--- src/wdt_defines.vh ---
// Constants for the watchdog timer block
`ifndef WDT_DEFINES_VH
`define WDT_DEFINES_VH

`define WDT_ADDR_W 18
`define WDT_IDX_W 16
`define WDT_IDX_LSB 2
`define WDT_IDX_MSB 17

`define WDT_IDX_CTRL 16'hFFC0
`define WDT_IDX_COUNT 16'hFFC1
`define WDT_IDX_IRQ_STATUS 16'hFFC2
`define WDT_IDX_IRQ_MASK 16'hFFC3
`define WDT_IDX_CLK_SEL 16'hFFE0

`define WDT_BIT_INH6 7
`define WDT_BIT_CNT_WE 6
`define WDT_BIT_INH4 5
`define WDT_BIT_CTRL_WE 4
`define WDT_BIT_INH2 3
`define WDT_BIT_ON 2
`define WDT_BIT_INH0 1
`define WDT_BIT_FLAG 0
`define WDT_BIT_CLK_SEL 2
`define WDT_BIT_IRQ_OVF 0

`define WDT_RST_CNT_WE 1'b0
`define WDT_RST_CTRL_WE 1'b0
`define WDT_RST_ON 1'b0
`define WDT_RST_FLAG 1'b0
`define WDT_RST_COUNT 8'h00
`define WDT_RST_CLK_SEL 1'b0
`define WDT_RST_IRQ 1'b0

`define WDT_PRESCALE_W 13
`define WDT_COUNT_W 8
`define WDT_COUNT_MAX 8'hFF
`define WDT_SUB_DIV_W 5
`define WDT_SUB_DIV_MAX 5'h1F
`define WDT_RST_LEN_W 3
`define WDT_RST_LEN 3'h4
`define WDT_RST_LEN_END 3'h1

`define WDT_RESP_OKAY 2'h0
`define WDT_RESP_SLVERR 2'h2

`endif

--- src/wdt_top.v ---
// Watchdog timer with AXI4-Lite register access
`timescale 1ns/10ps
`include "wdt_defines.vh"

// Contract
// - Counter overflow raises the internal reset output.
// - A 13-bit prescaler advances on every enabled system clock cycle.
// - Counter is 8-bit readable, writable, counting on system clock divided by 8192.
// - Overflow comes after 256 minus reload value ticks of 8192 cycles.
// - Control bit 7 written 1 keeps bit 6; written 0 lets it change.
// - While control bit 6 is set, counter accepts 8-bit writes.
// - Control bit 5 written 1 keeps bit 4; written 0 lets it change.
// - While control bit 4 is set, bits 2 and 0 may be written.
// - Control bit 3 written 1 keeps bit 2; written 0 lets it change.
// - Counting and overflow reset happen only while control bit 2 is set.
// - Control bit 1 written 1 keeps bit 0; written 0 lets it change.
// - Control bit 0 reads 1 after an overflow or a software write of 1, else 0.
// - Clock select 0 picks system clock divided by 8192 as tick.
// - Clock select 1 picks low-speed subclock divided by 32 as tick.

module wdt_top #(
	parameter ADDR_W = `WDT_ADDR_W,
	parameter PRESCALE_W = `WDT_PRESCALE_W
) (
	input wire aclk,
	input wire aresetn,
	input wire ce,
	input wire subclk,
	input wire [ADDR_W-1:0] s_axi_awaddr,
	input wire [2:0] s_axi_awprot,
	input wire s_axi_awvalid,
	output reg s_axi_awready,
	input wire [31:0] s_axi_wdata,
	input wire [3:0] s_axi_wstrb,
	input wire s_axi_wvalid,
	output reg s_axi_wready,
	output reg [1:0] s_axi_bresp,
	output reg s_axi_bvalid,
	input wire s_axi_bready,
	input wire [ADDR_W-1:0] s_axi_araddr,
	input wire [2:0] s_axi_arprot,
	input wire s_axi_arvalid,
	output reg s_axi_arready,
	output reg [31:0] s_axi_rdata,
	output reg [1:0] s_axi_rresp,
	output reg s_axi_rvalid,
	input wire s_axi_rready,
	output reg wdt_reset,
	output reg irq
);

	////////////////////////////////////////////////////////////////////////////
	// State

	reg counter_write_enable;
	reg control_write_enable;
	reg watchdog_on;
	reg overflow_reset_flag;
	reg watchdog_clock_select;
	reg [`WDT_COUNT_W-1:0] watchdog_counter;
	reg irq_status;
	reg irq_mask;
	reg [`WDT_RST_LEN_W-1:0] rst_cnt;

	reg sub_s1;
	reg sub_s2;
	reg sub_s3;
	reg [`WDT_SUB_DIV_W-1:0] sub_div;

	reg aw_full;
	reg w_full;
	reg [`WDT_IDX_W-1:0] wr_idx;
	reg [7:0] wr_byte;
	reg wr_lane0;

	wire pre_tick;
	wire [PRESCALE_W-1:0] system_prescaler;

	////////////////////////////////////////////////////////////////////////////
	// Prescaler

	wdt_prescaler #(
		.WIDTH(PRESCALE_W)
	) u_prescaler (
		.aclk(aclk),
		.aresetn(aresetn),
		.ce(ce),
		.tick(pre_tick),
		.count(system_prescaler)
	);

	////////////////////////////////////////////////////////////////////////////
	// Subclock divider

	// Subclock is asynchronous: two flops before use
	always @(posedge aclk) begin
		if (!aresetn) begin
			sub_s1 <= 1'b0;
			sub_s2 <= 1'b0;
			sub_s3 <= 1'b0;
		end else if (ce) begin
			sub_s1 <= subclk;
			sub_s2 <= sub_s1;
			sub_s3 <= sub_s2;
		end
	end

	wire sub_rise = ce & sub_s2 & ~sub_s3;
	wire sub_tick = sub_rise & (sub_div == `WDT_SUB_DIV_MAX);

	// Divides subclock rising edges by 32
	always @(posedge aclk) begin
		if (!aresetn) begin
			sub_div <= {`WDT_SUB_DIV_W{1'b0}};
		end else if (sub_rise) begin
			sub_div <= sub_div + {{(`WDT_SUB_DIV_W-1){1'b0}}, 1'b1};
		end
	end

	// Tick source selection
	wire count_tick = watchdog_clock_select ? sub_tick : pre_tick;

	////////////////////////////////////////////////////////////////////////////
	// Write channel

	wire aw_take = s_axi_awvalid & s_axi_awready;
	wire w_take = s_axi_wvalid & s_axi_wready;
	wire do_write = ce & aw_full & w_full & ~s_axi_bvalid;
	wire b_done = s_axi_bvalid & s_axi_bready;

	wire wr_ctrl = do_write & wr_lane0 & (wr_idx == `WDT_IDX_CTRL);
	wire wr_count = do_write & wr_lane0 & (wr_idx == `WDT_IDX_COUNT);
	wire wr_stat = do_write & wr_lane0 & (wr_idx == `WDT_IDX_IRQ_STATUS);
	wire wr_mask = do_write & wr_lane0 & (wr_idx == `WDT_IDX_IRQ_MASK);
	wire wr_sel = do_write & wr_lane0 & (wr_idx == `WDT_IDX_CLK_SEL);
	wire wr_mapped = (wr_idx == `WDT_IDX_CTRL) | (wr_idx == `WDT_IDX_COUNT) |
		(wr_idx == `WDT_IDX_IRQ_STATUS) | (wr_idx == `WDT_IDX_IRQ_MASK) |
		(wr_idx == `WDT_IDX_CLK_SEL);

	always @(posedge aclk) begin
		if (!aresetn) begin
			s_axi_awready <= 1'b1;
			s_axi_wready <= 1'b1;
			s_axi_bvalid <= 1'b0;
			s_axi_bresp <= `WDT_RESP_OKAY;
			aw_full <= 1'b0;
			w_full <= 1'b0;
			wr_idx <= {`WDT_IDX_W{1'b0}};
			wr_byte <= 8'h00;
			wr_lane0 <= 1'b0;
		end else if (ce) begin
			if (aw_take) begin
				aw_full <= 1'b1;
				s_axi_awready <= 1'b0;
				wr_idx <= s_axi_awaddr[`WDT_IDX_MSB:`WDT_IDX_LSB];
			end
			if (w_take) begin
				w_full <= 1'b1;
				s_axi_wready <= 1'b0;
				wr_byte <= s_axi_wdata[7:0];
				wr_lane0 <= s_axi_wstrb[0];
			end
			if (do_write) begin
				s_axi_bvalid <= 1'b1;
				s_axi_bresp <= wr_mapped ? `WDT_RESP_OKAY : `WDT_RESP_SLVERR;
			end
			if (b_done) begin
				s_axi_bvalid <= 1'b0;
				aw_full <= 1'b0;
				w_full <= 1'b0;
				s_axi_awready <= 1'b1;
				s_axi_wready <= 1'b1;
			end
		end
	end

	////////////////////////////////////////////////////////////////////////////
	// Watchdog counter

	// Software reload wins over a tick in the same cycle
	wire count_load = wr_count & counter_write_enable;
	wire count_step = ce & watchdog_on & count_tick & ~count_load;
	// Overflow only while enabled
	wire overflow = count_step & (watchdog_counter == `WDT_COUNT_MAX);

	always @(posedge aclk) begin
		if (!aresetn) begin
			watchdog_counter <= `WDT_RST_COUNT;
		end else if (count_load) begin
			watchdog_counter <= wr_byte;
		end else if (count_step) begin
			watchdog_counter <= watchdog_counter + 8'h01;
		end
	end

	////////////////////////////////////////////////////////////////////////////
	// Control and status

	always @(posedge aclk) begin
		if (!aresetn) begin
			counter_write_enable <= `WDT_RST_CNT_WE;
			control_write_enable <= `WDT_RST_CTRL_WE;
			watchdog_on <= `WDT_RST_ON;
			overflow_reset_flag <= `WDT_RST_FLAG;
			watchdog_clock_select <= `WDT_RST_CLK_SEL;
			irq_mask <= `WDT_RST_IRQ;
		end else if (ce) begin
			if (wr_ctrl && !wr_byte[`WDT_BIT_INH6]) begin
				counter_write_enable <= wr_byte[`WDT_BIT_CNT_WE];
			end
			if (wr_ctrl && !wr_byte[`WDT_BIT_INH4]) begin
				control_write_enable <= wr_byte[`WDT_BIT_CTRL_WE];
			end
			if (wr_ctrl && control_write_enable && !wr_byte[`WDT_BIT_INH2]) begin
				watchdog_on <= wr_byte[`WDT_BIT_ON];
			end
			// Hardware set beats a software write in the same cycle
			if (overflow) begin
				overflow_reset_flag <= 1'b1;
			end else if (wr_ctrl && control_write_enable && !wr_byte[`WDT_BIT_INH0]) begin
				overflow_reset_flag <= wr_byte[`WDT_BIT_FLAG];
			end
			if (wr_sel) begin
				watchdog_clock_select <= wr_byte[`WDT_BIT_CLK_SEL];
			end
			if (wr_mask) begin
				irq_mask <= wr_byte[`WDT_BIT_IRQ_OVF];
			end
		end
	end

	////////////////////////////////////////////////////////////////////////////
	// Internal reset and interrupt

	always @(posedge aclk) begin
		if (!aresetn) begin
			rst_cnt <= {`WDT_RST_LEN_W{1'b0}};
			wdt_reset <= 1'b0;
			irq_status <= `WDT_RST_IRQ;
			irq <= 1'b0;
		end else if (ce) begin
			if (overflow) begin
				rst_cnt <= `WDT_RST_LEN;
			end else if (rst_cnt != {`WDT_RST_LEN_W{1'b0}}) begin
				rst_cnt <= rst_cnt - {{(`WDT_RST_LEN_W-1){1'b0}}, 1'b1};
			end
			wdt_reset <= overflow | (rst_cnt > `WDT_RST_LEN_END);
			// Sticky, write one to clear, set wins
			if (overflow) begin
				irq_status <= 1'b1;
			end else if (wr_stat && wr_byte[`WDT_BIT_IRQ_OVF]) begin
				irq_status <= 1'b0;
			end
			irq <= irq_status & irq_mask;
		end
	end

	////////////////////////////////////////////////////////////////////////////
	// Read channel

	wire ar_take = ce & s_axi_arvalid & s_axi_arready;
	wire [`WDT_IDX_W-1:0] rd_idx = s_axi_araddr[`WDT_IDX_MSB:`WDT_IDX_LSB];
	reg [7:0] rd_byte;
	reg rd_hit;

	// Inhibit bits are not stored and read as one
	always @* begin
		rd_byte = 8'h00;
		rd_hit = 1'b1;
		case (rd_idx)
			`WDT_IDX_CTRL: begin
				rd_byte[`WDT_BIT_INH6] = 1'b1;
				rd_byte[`WDT_BIT_CNT_WE] = counter_write_enable;
				rd_byte[`WDT_BIT_INH4] = 1'b1;
				rd_byte[`WDT_BIT_CTRL_WE] = control_write_enable;
				rd_byte[`WDT_BIT_INH2] = 1'b1;
				rd_byte[`WDT_BIT_ON] = watchdog_on;
				rd_byte[`WDT_BIT_INH0] = 1'b1;
				rd_byte[`WDT_BIT_FLAG] = overflow_reset_flag;
			end
			`WDT_IDX_COUNT: begin
				rd_byte = watchdog_counter;
			end
			`WDT_IDX_IRQ_STATUS: begin
				rd_byte[`WDT_BIT_IRQ_OVF] = irq_status;
			end
			`WDT_IDX_IRQ_MASK: begin
				rd_byte[`WDT_BIT_IRQ_OVF] = irq_mask;
			end
			`WDT_IDX_CLK_SEL: begin
				rd_byte[`WDT_BIT_CLK_SEL] = watchdog_clock_select;
			end
			default: begin
				rd_hit = 1'b0;
			end
		endcase
	end

	always @(posedge aclk) begin
		if (!aresetn) begin
			s_axi_arready <= 1'b1;
			s_axi_rvalid <= 1'b0;
			s_axi_rdata <= 32'h00000000;
			s_axi_rresp <= `WDT_RESP_OKAY;
		end else if (ce) begin
			if (ar_take) begin
				s_axi_arready <= 1'b0;
				s_axi_rvalid <= 1'b1;
				s_axi_rdata <= {24'h000000, rd_byte};
				s_axi_rresp <= rd_hit ? `WDT_RESP_OKAY : `WDT_RESP_SLVERR;
			end else if (s_axi_rvalid && s_axi_rready) begin
				s_axi_rvalid <= 1'b0;
				s_axi_arready <= 1'b1;
			end
		end
	end

endmodule

--- src/wdt_prescaler.v ---
// Free-running system clock prescaler with terminal tick
`timescale 1ns/10ps
`include "wdt_defines.vh"

module wdt_prescaler #(
	parameter WIDTH = `WDT_PRESCALE_W
) (
	input wire aclk,
	input wire aresetn,
	input wire ce,
	output wire tick,
	output reg [WIDTH-1:0] count
);

	// Counts every enabled system cycle
	always @(posedge aclk) begin
		if (!aresetn) begin
			count <= {WIDTH{1'b0}};
		end else if (ce) begin
			count <= count + {{(WIDTH-1){1'b0}}, 1'b1};
		end
	end

	// One tick per full wrap, clock divided by two to the width
	assign tick = ce & (&count);

endmodule

--- config.mk ---
export PLATFORM = sky130hd
export DESIGN_NAME = wdt_top
export DESIGN_NICKNAME = d
export VERILOG_FILES = /design/src/wdt_top.v /design/src/wdt_prescaler.v
export VERILOG_INCLUDE_DIRS = /design/src /design/src/src
export SDC_FILE = /design/constraint.sdc
export NUM_CORES = 1
export LEC_CHECK = 0
export BUFFER_PORTS_ARGS = -buffer_cell sky130_fd_sc_hd__buf_2
export CELL_PAD_IN_SITES_DETAIL_PLACEMENT = 2
export CELL_PAD_IN_SITES_GLOBAL_PLACEMENT = 2
export CORE_ASPECT_RATIO = 1.1
export CORE_MARGIN = 10
export CORE_UTILIZATION = 31
export DETAILED_ROUTE_END_ITERATION = 16
export GPL_ROUTABILITY_DRIVEN = 0
export GPL_TIMING_DRIVEN = 1
export PLACE_DENSITY_LB_ADDON = 0.25
export SYNTH_ARGS = -nofsm -noshare
export SYNTH_HDL_FRONTEND = slang
export SYNTH_SLANG_ARGS = --single-unit
export TNS_END_PERCENT = 10
--- constraint.sdc ---
create_clock -name aclk -period 3.45 [get_ports aclk]
set_clock_uncertainty 0.05 [all_clocks]
set_input_delay 0.345 -clock aclk [delete_from_list [all_inputs] [get_ports aclk]]
set_output_delay 0.345 -clock aclk [all_outputs]
set_load 0.1 [all_outputs]
# Yosys cells after proc, flatten, opt, wreduce, memory -nomap -nowiden
# Index checks and enable logic that the tools add are counted.
# op_classes
addsub	4
magnitude_cmp	1
n_eq_ne	12
n_mux	30
bitwise_logic	32
n_reduce_logical	38
# op_table
op	count
$eq 16x16->1 const B	10
$reduce_and 2->1	16
$and 1x1->1	24
$mux 1	20
$mux 8	2
$reduce_bool 2->1	8
$add 13x1->13 const B	1
$reduce_and 13->1	1
$pmux 5 s2	1
$add 8x1->8 const B	1
$eq 8x8->1 const B	1
$logic_and 1x1->1	7
$mux 3	2
$add 5x1->5 const B	1
$eq 5x5->1 const B	1
$or 1x1->1	5
$reduce_or 5->1	1
$logic_not 1->1	4
$mux 2	2
$pmux 1 s4	1
$gt 3x1->1 const B	1
$not 1->1	3
$pmux 1 s3	1
$reduce_bool 3->1	1
2 further kinds	2
# word_totals
regBits	85
in_bits	87
output_inout_bits	43
word_cells	146

# Depth between registers and ports, before layout
# Gate-level depths: netlist of run 1.
# logic_depth
word_depth	11
mapped_depth	9
mapped_depth_nobuf	8

# By module
# Synthesis of run 1 repeated with hierarchy kept, for this count alone.
# hier_totals
cells_unflattened	464
area_unflattened_um2	3905.0
# by_module_without_submodules
mod	n_inst	cells_each	area_per_inst_um2	seq_area_each_um2
wdt_top	1	398	3311.9	1401.3
wdt_prescaler	1	66	593.1	260.2

# Worst setup path after synthesis of run 1
# OpenSTA, ideal clock, no wires.
# synth_timing
kind	reg-to-reg
from	register s_axi_bvalid
to	register watchdog_counter[7]
setup_ps	80
arrival_ps	1972
required_ps	3320
slack_ps	1349
path_stages_with_launch	7
n_path_buf	1
period_less_slack_ps	2101
path_cell_list	dfxtp_1 nand4b_1 nor2_2 nand4_1 clkbuf_1 nor2_1 a211oi_2
# synth_via
elab_chain_len	8
elab_cells_between_ends	9
classes_between	mux (1); bitwise (7); reduce/logical (1)
# synth_rtl
item	line_no	text
from (decl)	wdt_top.v:38	output reg s_axi_bvalid,
from (signal assigned)	wdt_top.v:144	s_axi_bvalid <= 1'b0;
from (signal assigned)	wdt_top.v:164	s_axi_bvalid <= 1'b1;
from (signal assigned)	wdt_top.v:168	s_axi_bvalid <= 1'b0;
$not 1->1 (*)	wdt_top.v:128	wire do_write = ce & aw_full & w_full & ~s_axi_bvalid;
$and 1x1->1 (*)	wdt_top.v:128	
$and 1x1->1 (*) (2 in series)	wdt_top.v:132	wire wr_count = do_write & wr_lane0 & (wr_idx == `WDT_IDX_COUNT);
$and 1x1->1 (*)	wdt_top.v:181	wire count_load = wr_count & counter_write_enable;
$not 1->1	wdt_top.v:182	wire count_step = ce & watchdog_on & count_tick & ~count_load;
$and 1x1->1	wdt_top.v:182	
$reduce_bool 2->1 (no source line)	--	
to (signal assigned)	wdt_top.v:188	watchdog_counter <= `WDT_RST_COUNT;
to (signal assigned)	wdt_top.v:190	watchdog_counter <= wr_byte;
to (signal assigned)	wdt_top.v:192	watchdog_counter <= watchdog_counter + 8'h01;
to (decl)	wdt_top.v:60	reg [`WDT_COUNT_W-1:0] watchdog_counter;
# Every way passes the cells marked *; elsewhere a longest branch is shown, timed or not.
# A chain may end at the register's enable or synchronous reset.

# Worst setup path after layout of run 1
# layout_timing
from	register sub_div[0]
to	register rst_cnt[1]
# layout_via
elab_chain_len	8
elab_cells_between_ends	9
classes_between	eq/ne (1); mux (2); bitwise (4); reduce/logical (2)
# layout_rtl
item	line_no	text
from (decl)	wdt_top.v:68	reg [`WDT_SUB_DIV_W-1:0] sub_div;
from (signal assigned)	wdt_top.v:114	sub_div <= {`WDT_SUB_DIV_W{1'b0}};
from (signal assigned)	wdt_top.v:116	sub_div <= sub_div + {{(`WDT_SUB_DIV_W-1){1'b0}}, 1'b1};
$eq 5x5->1 (no source line) (*)	--	
$and 1x1->1 (*)	wdt_top.v:109	wire sub_tick = sub_rise & (sub_div == `WDT_SUB_DIV_MAX);
$mux 1 (*)	wdt_top.v:121	wire count_tick = watchdog_clock_select ? sub_tick : pre_tick;
$and 1x1->1 (*) (2 in series)	wdt_top.v:182	
$and 1x1->1 (*)	wdt_top.v:184	wire overflow = count_step & (watchdog_counter == `WDT_COUNT_MAX);
$reduce_bool 2->1 (no source line)	--	
$reduce_and 2->1 (no source line)	--	
to (signal assigned)	wdt_top.v:237	rst_cnt <= {`WDT_RST_LEN_W{1'b0}};
to (signal assigned)	wdt_top.v:243	rst_cnt <= `WDT_RST_LEN;
to (signal assigned)	wdt_top.v:245	rst_cnt <= rst_cnt - {{(`WDT_RST_LEN_W-1){1'b0}}, 1'b1};
to (decl)	wdt_top.v:63	reg [`WDT_RST_LEN_W-1:0] rst_cnt;
# Marks and branches as above.

==> results.cfg, run 1 <==
[yosys]
synthDistinctLibCells = 51
avgSynthCellArea_um2 = 8.40
synthArstFlopShare_pct = 0
syn_inst = 465
synthFlopType = dfxtp_1
synth_area_leaders = dfxtp_1, nand2_1, a21oi_1, buf_4, nor2_1
synth_edf_count = 0
synth.top_cell.area_share_pct = 42.5
ys_ff_latch = 83
synthTopCellsByCount = dfxtp_1, nand2_1, a21oi_1, nor2_1, buf_4
yosysMostFrequentCell = dfxtp_1
yosysSeqAreaShare_pct = 42.5
syn_area_um2 = 3910
yosys.area.top_type = dfxtp_1
synth_warnings = 0

[global_route]
antenna_found_initial = 0
grtUsageMet3_pct = 3.77
grt_pass1_vias = 3684
grt_busiest_layer = met2
grt_util_met2_pct = 21.7
grtUsageTotal_pct = 12.9
grt_overflow = 0
grt_pass1_wl_mm = 18.7
grt_max_degree = 67
grtUsageMet1_pct = 15.4

[detailed_routing]
drt_iter0_markers = 90
viasPerCell = 4.99
drt_first_pass_iters = 4
wirelength_mm = 11.2
routedWlPerCell_um = 16.4
drc_errors = 0
route.vias.total = 3401
ant_nets = 0

[power]
seqPwrFrac_pct = 43.6
ir_drop_uv = 229
p_sw_uw = 743
powerDensity_nw_per_um2 = 525
cellLeakagePower_uw = 0.00188
intPower_uw = 1630
p_sw_share_pct = 31.3
pwr-share-clk_pct = 37.7
combPwrFrac_pct = 18.7

[sta]
whs_ns = 0.194
grt_setup_unrepaired = no
drv_slew = 0
period_needed_ns = 2.36
relSlewSlack_pct = 19.9
worstMarginPinSlew_ns = 1.20
finalCritPeriodShare_pct = 68.3
final-setup-viol-count = 0
timing.fmax_mhz = 425
hold_violations = 0
fin_tns_setup_ns = 0

[run_status]
status = completed

[clock_network]
cts_tree = yes
clk_pin_slew_ns = 0.06
ctsHoldBuffers = 0
clock_path_buffers = 2
cts_setup_buffers = 0
htreeDepth = 3
cts.sinks = 83
ctsRootBufferMaster = clkbuf_16
cts_resized = 0
clk_latency_ns = 0.34
cts_buffers = 9

[finish]
drive_above_1_share_pct = 18.4
nNetsFinal = 616
syn2layout_area_growth_pct = 15.8
final.fill_count = 1416
antenna_cells = 0

[floorplanning]
row_count = 42
die_y_um = 138
core_area_um2 = 12200
io_pins = 130
fp.dieArea_um2 = 17500
die_x_um = 127
start_util_pct = 32.1

[setup_path]
cpPeakStageDelay_ns = 0.56
reg2reg_depth = 8
crit_chain = ha_1 -> and3_1 -> ha_1 -> nand3_1 -> nor2_1 -> o21a_1 -> nand4_1 -> and3_1
start_kind = flop
cp.required_ns = 3.63
slowest_stage = nor2_1
reg2reg_slack_ns = 1.09
rr_startpoint = sub_div[0]
timing.rr.end = rst_cnt[1]
critPathKind = flop to flop
cp_max_fo = 11
arrival_ns = 2.53
cp-end-kind = flop

[min_path]
hold_class = input pin to flop
hp-start = s_axi_awaddr[15]
min_to = wr_idx[13]
worstHoldPathCells = 3

[place]
dp_hpwl_mm = 8.36
port_buffers = 66

[run]
maxCapViolCount = 0
-- worst max-delay path: cells and delay by family, from the launching register on --
kind                     cells  cell delay (ns)
adder cells (fa/ha/maj)      2             0.34
AO/OA/AOI/OAI                1             0.22
flip-flops                   1             0.38
AND/OR/NAND/NOR              5             1.26
-- cells in the final DEF, fill, tap and decap left out, types with 3 or more instances in the layout --
cell type / count
dfxtp_1: 83
nor2_1: 46
inv_1: 6
a21oi_1: 47
and2_1: 4
a211oi_1: 4
clkbuf_1: 3
and3_1: 11
clkbuf_16: 9
nand2b_1: 5
xnor2_1: 5
nand4b_1: 6
nand4_1: 13
buf_2: 66
o21ai_0: 15
ha_1: 7
or3_1: 3
conb_1: 26
nand3b_1: 8
o21a_1: 4
nand2_1: 74
nand3_1: 17
mux2i_1: 10
xor2_1: 14
or2_2: 3
-- power by group through the flow --
stage | combinational, uW | sequential, uW | clock [uW]
after floorplan | 310 | 1120 | 0
after global placement | 430 | 1050 | 0
after detailed placement | 445 | 1060 | 0
after CTS | 446 | 1040 | 923
after global routing | 487 | 1040 | 969
final | 444 | 1040 | 897
-- sequential cells by signal, summed over array words and instances, names as in the netlist, 3 cells and up --
signal and cells:
rst_cnt 3, s_axi_rdata 8, sub_div 5, u_prescaler.count 13, watchdog_counter 8, wr_byte 8
wr_idx 16
-- worst max-delay path by stage --
stage / startpoint / endpoint / slack [ns] / cells after the start
finish: sub_div[0] / rst_cnt[1] / 1.09 / 8
global route: sub_div[0] / rst_cnt[1] / 0.83 / 8
CTS: sub_div[0] / rst_cnt[1] / 1.08 / 8
detailed placement: ce / rst_cnt[1] / 1.01 / 6
global placement: ce / rst_cnt[1] / 1.04 / 6
floorplan: s_axi_bvalid / watchdog_counter[7] / 1.35 / 6
-- cell type report --
type / count / area (um2) / share of cell area (%)
Inverter: 7 / 26.3 / 0.581
Tap cell: 154 / 193 / 4.26
Timing Repair Buffer: 67 / 338 / 7.47
Sequential cell: 83 / 1660 / 36.7
Clock inverter: 2 / 10.0 / 0.221
Multi-Input combinational cell: 354 / 2030 / 44.9
Clock buffer: 14 / 264 / 5.84
-- cells by family after synthesis --
family,share of synthesized area (%)
buffers and inverters,7.88
adder cells (fa/ha/maj),2.24
flip-flops,42.5
XOR/XNOR,4.26
other,0.0960
AND/OR/NAND/NOR,26.5
AO/OA/AOI/OAI,12.7
multiplexers,3.71
-- per-stage QoR --
stage | std cells | area (um2) | setup slack (ns) | total power [uW] | util [%]
floorplan | 490 | 4000 | 1.35 | 1430 | -
global placement | 665 | 4250 | 1.04 | 1480 | 34.9
detailed placement | 665 | 4250 | 1.01 | 1500 | 34.9
CTS | 681 | 4520 | 1.08 | 2410 | 37.1
global route | 681 | 4520 | 0.832 | 2500 | 37.1
finish | 681 | 4520 | 1.09 | 2380 | 37.1
-- metal layers --
layer / share of wire [%] / vias up
met5: 0 / -
met3: 5.8 / 12
li1: - / 1668
met2: 47 / 76
met4: 1.3 / 0
met1: 46 / 1645
No activity file was read; power rests on OpenSTA's default activity.
==> inputs of run 2 (changes only) <==
--- a/config.mk
+++ b/config.mk
@@ -11,7 +11,7 @@
 export CELL_PAD_IN_SITES_GLOBAL_PLACEMENT = 2
 export CORE_ASPECT_RATIO = 1.1
 export CORE_MARGIN = 10
-export CORE_UTILIZATION = 31
+export CORE_UTILIZATION = 28
 export DETAILED_ROUTE_END_ITERATION = 16
 export GPL_ROUTABILITY_DRIVEN = 0
 export GPL_TIMING_DRIVEN = 1
==> constraint.sdc (replaced) <==
create_clock -name aclk -period 2.45 [get_ports aclk]
set_clock_uncertainty 0.05 [all_clocks]
set_input_delay 0.245 -clock aclk [delete_from_list [all_inputs] [get_ports aclk]]
set_output_delay 0.245 -clock aclk [all_outputs]
set_load 0.1 [all_outputs]
==> results.cfg, run 2 (synthesized netlist as in run 1, its figures left out) <==
[finish]
multiInputGateArea_um2 = 2030
top_register = wr_idx
final.fill_count = 1621
reg.largest.list = wr_idx (16), u_prescaler.count (13)
largest_reg_flops = 16
antenna_cells = 0
register_area_um2 = 1660
layout_common_cells = dfxtp_1, nand2_1, buf_2
nNetsFinal = 622
syn2layout_area_growth_pct = 18.3
drive_above_1_share_pct = 19.3
final_common_cell = dfxtp_1
final_cells = 721

[global_route]
grt_pass1_wl_mm = 19.0
grt_pass1_vias = 3743
grt_max_degree = 39
grt_overflow = 0
grtUsageTotal_pct = 12.3
antenna_found_initial = 0

[sta]
timing.fmax_mhz = 473
hold_violations = 0
period_needed_ns = 2.11
final-setup-viol-count = 0
drv_slew = 0
worstMarginPinSlew_ns = 0.632
finalCritPeriodShare_pct = 86.3
relSlewSlack_pct = 57.8
fin_tns_setup_ns = 0
grt_setup_unrepaired = no

[detailed_routing]
ant_nets = 0
wirelength_mm = 11.3
viasPerCell = 4.72
routedWlPerCell_um = 15.6
drc_errors = 0
drt_first_pass_iters = 4
route.vias.total = 3401
drt_iter0_markers = 94

[setup_path]
cpPeakStageDelay_ns = 0.38
start_kind = flop
critPathKind = flop to flop
cp.required_ns = 2.66
crit_chain = ha_1 -> and3_1 -> ha_1 -> nand3_1 -> nor2_1 -> buf_4 -> o2111ai_1 -> xor2_1 -> a211oi_2
arrival_ns = 2.33
cp_max_fo = 8
cpMostUsedCell = ha_1
slowest_stage = dfxtp_1
cp-end-kind = flop

[clock_network]
cts.sinks = 83
clock_path_buffers = 2
clk_latency_ns = 0.34
cts_buffers = 9
clk_pin_slew_ns = 0.06
cts_resized = 0
cts_tree = yes
cts_setup_buffers = 0
ctsRootBufferMaster = clkbuf_16
htreeDepth = 3
ctsHoldBuffers = 0

[floorplanning]
core_area_um2 = 13700
start_util_pct = 28.4
row_count = 45
die_x_um = 133
fp.dieArea_um2 = 19100
die_y_um = 144
io_pins = 130

[power]
cellLeakagePower_uw = 0.00191
ir_drop_uv = 324
powerDensity_nw_per_um2 = 728

[run]
maxCapViolCount = 0

[place]
port_buffers = 66
dp_hpwl_mm = 8.63
dp_cells = 705

[min_path]
hold_class = input pin to flop

[run_status]
status = completed
## run 2: metal layers
| metal | vias up | GRT usage [%] | share of wire (%) |
|---|---|---|---|
| met5 | - | 0 | 0 |
| li1 | 1684 | - | - |
| met4 | 0 | 5.39 | 1.7 |
| met1 | 1627 | 14.2 | 47 |
| met2 | 79 | 21.0 | 47 |
| met3 | 11 | 3.14 | 4.4 |
## run 2: cell type report
class,count,share of cell area (%)
multi-input combinational,354,43.9
sequential,83,35.9
timing repair buffer,73,8.55
clock buffer,14,5.71
tap,188,5.09
inverter,7,0.568
clock inverter,2,0.216
## run 2: report_power, final
part	internal [uW]	total (uW)	switching, uW
sequential	1410	1460	46.0
combinational	151	629	478
clock	740	1280	538
## run 2: critical path, delay by kind of cell (launching register included)
kind                       cells  cell delay (ns)
buffers and inverters          1             0.22
adders and majority gates      2             0.33
DFF                            1             0.38
AOI/OAI and AO/OA              2             0.38
xor gates and xnor gates       1             0.18
and+or+nand+nor                3             0.48
## run 2: final timing paths
| kind | startpoint | to | slack, ns | cells after the start |
|---|---|---|---|---|
| worst max register to register | sub_div[0] | watchdog_counter[5] | 0.34 | 9 |
| worst max-delay path | sub_div[0] | watchdog_counter[5] | 0.34 | 9 |
| worst min register to register | s_axi_rdata[2] | s_axi_rdata[2] | 0.40 | 2 |
| worst min-delay path | s_axi_wdata[2] | wr_byte[2] | 0.09 | 3 |
## run 2: through the flow
step	util, %	total power, uW	cell area (um2)	hold slack [ns]	setup slack (ns)
2_1_floorplan	-	2010	4000	0.331	0.349
3_3_place_gp	31.7	2100	4350	0.390	0.384
3_5_place_dp	31.7	2120	4350	0.397	0.340
4_1_cts	33.7	3420	4620	0.0783	0.301
5_1_grt	33.7	3550	4620	0.0922	0.146
6_report	33.7	3370	4620	0.0853	0.336
==> inputs of run 3 (changes only) <==
--- a/config.mk
+++ b/config.mk
@@ -7,11 +7,9 @@
 export NUM_CORES = 1
 export LEC_CHECK = 0
 export BUFFER_PORTS_ARGS = -buffer_cell sky130_fd_sc_hd__buf_2
-export CELL_PAD_IN_SITES_DETAIL_PLACEMENT = 2
-export CELL_PAD_IN_SITES_GLOBAL_PLACEMENT = 2
 export CORE_ASPECT_RATIO = 1.1
 export CORE_MARGIN = 10
-export CORE_UTILIZATION = 28
+export CORE_UTILIZATION = 51
 export DETAILED_ROUTE_END_ITERATION = 16
 export GPL_ROUTABILITY_DRIVEN = 0
 export GPL_TIMING_DRIVEN = 1
==> results.cfg, run 3 (synthesized netlist as in run 1, its figures left out) <==
[floorplanning]
fp.dieArea_um2 = 11600
io_pins = 130
die_y_um = 112
row_count = 33
core_area_um2 = 7470
die_x_um = 103
start_util_pct = 52.3

[detailed_routing]
drt_iter0_markers = 101
wirelength_mm = 8.75
drt_first_pass_iters = 4
routedWlPerCell_um = 13.8
route.vias.total = 3299
ant_nets = 0
viasPerCell = 5.20
drc_errors = 0

[setup_path]
cp_max_fo = 11
path_delay_family = simple AND/OR/NAND/NOR gates
reg2reg_depth = 9
cpPeakStageDelay_ns = 0.34
start_kind = flop
rr_startpoint = sub_div[0]
cp.required_ns = 2.65
slowest_stage = dfxtp_1
reg2reg_slack_ns = 0.41
critPathKind = flop to flop
timing.rr.end = watchdog_counter[0]
cp-end-kind = flop
arrival_ns = 2.24
crit_chain = ha_1 -> and3_1 -> ha_1 -> nand3_1 -> nor2_1 -> buf_4 -> or3_1 -> and3_1 -> o21a_1
path_buf_inv = 1

[finish]
top_register = wr_idx
drive_above_1_share_pct = 19.3
layout_common_cells = dfxtp_1, nand2_1, buf_2
final_common_cell = dfxtp_1
nNetsFinal = 621
reg.largest.list = wr_idx (16), u_prescaler.count (13)
syn2layout_area_growth_pct = 12.8
antenna_cells = 0
largest_reg_flops = 16
utilization_pct = 59.0
final.fill_count = 694

[sta]
finalCritPeriodShare_pct = 83.4
fin_tns_setup_ns = 0
worstMarginPinSlew_ns = 0.580
period_needed_ns = 2.04
timing.fmax_mhz = 489
grt_setup_unrepaired = no
final-setup-viol-count = 0
whs_ns = 0.0776
drv_slew = 0
relSlewSlack_pct = 61.2
hold_violations = 0

[power]
powerDensity_nw_per_um2 = 674
ir_drop_uv = 418
cellLeakagePower_uw = 0.00186

[clock_network]
htreeDepth = 3
clk_latency_ns = 0.35
clock_path_buffers = 2
cts.sinks = 83
ctsRootBufferMaster = clkbuf_8
cts_setup_buffers = 0
cts_resized = 0
cts_tree = yes
ctsHoldBuffers = 0
clk_pin_slew_ns = 0.08
cts_buffers = 9

[global_route]
grtUsageTotal_pct = 15.1
grt_pass1_vias = 3150
grt_pass1_wl_mm = 14.3
grt_overflow = 0
antenna_found_initial = 0
grt_max_degree = 38

[min_path]
min_to = wr_idx[8]
hold_class = input pin to flop
hp-start = s_axi_awaddr[10]
worstHoldPathCells = 3

[place]
port_buffers = 66
dp_hpwl_mm = 6.61

[run]
maxCapViolCount = 0

[run_status]
status = completed
run 3: changes by cell type in the layout (fill, tap and decap cells not counted), sizes merged:
| cell | change |
|---|---|
| buf | -1 |
| bufinv | +1 |
| clkbuf | -5 |
| clkinv | +1 |
run 3: worst max-delay path by stage:
stage          slack, ns  cells past startpoint                 start             endpoint
5_1_grt             0.21                      7  u_prescaler.count[0]           rst_cnt[1]
3_5_place_dp        0.43                      9            sub_div[0]  watchdog_counter[0]
6_report            0.41                      9            sub_div[0]  watchdog_counter[0]
3_3_place_gp        0.44                      9            sub_div[0]  watchdog_counter[0]
2_1_floorplan       0.35                      6          s_axi_bvalid  watchdog_counter[7]
4_1_cts             0.40                      9            sub_div[0]  watchdog_counter[0]
run 3: power by group:
part | internal, uW | switching (uW)
Combinational | 151 | 465
Clock | 449 | 454
Sequential | 1410 | 43.0
Total | 2010 | 962
run 3: area by class of cell:
| cell class | count | area, um2 | area share [%] |
|---|---|---|---|
| clock buffers | 9 | 124 | 2.81 |
| clock inverters | 4 | 45.0 | 1.02 |
| inverters | 7 | 26.3 | 0.596 |
| multi-input cells | 354 | 2030 | 46.1 |
| flip-flops and latches | 83 | 1660 | 37.7 |
| well taps | 105 | 131 | 2.98 |
| repair buffers | 72 | 388 | 8.80 |
run 3: through the flow:
stage                     setup WS [ns]  std cells  cell area (um2)  power [uW]
after floorplan                   0.349        490             4000        2010
after global placement            0.443        621             4240        2080
after detailed placement          0.430        621             4240        2100
after CTS                         0.396        634             4410        2990
after global routing              0.215        634             4410        3120
final                             0.406        634             4410        2970
run 3: layer usage:
metal | vias to the layer above | global-route usage [%] | routed length (um)
met5 | - | 0 | 0
met4 | 0 | 5.39 | 103
met3 | 8 | 5.07 | 703
met2 | 76 | 24.5 | 4100
met1 | 1538 | 18.0 | 3840
li1 | 1677 | - | -
run 3: tightest hold or removal path, stage by stage:
cell	delay, ns
buf_2	0.09
nand2_1	0.04
a21oi_1	0.05
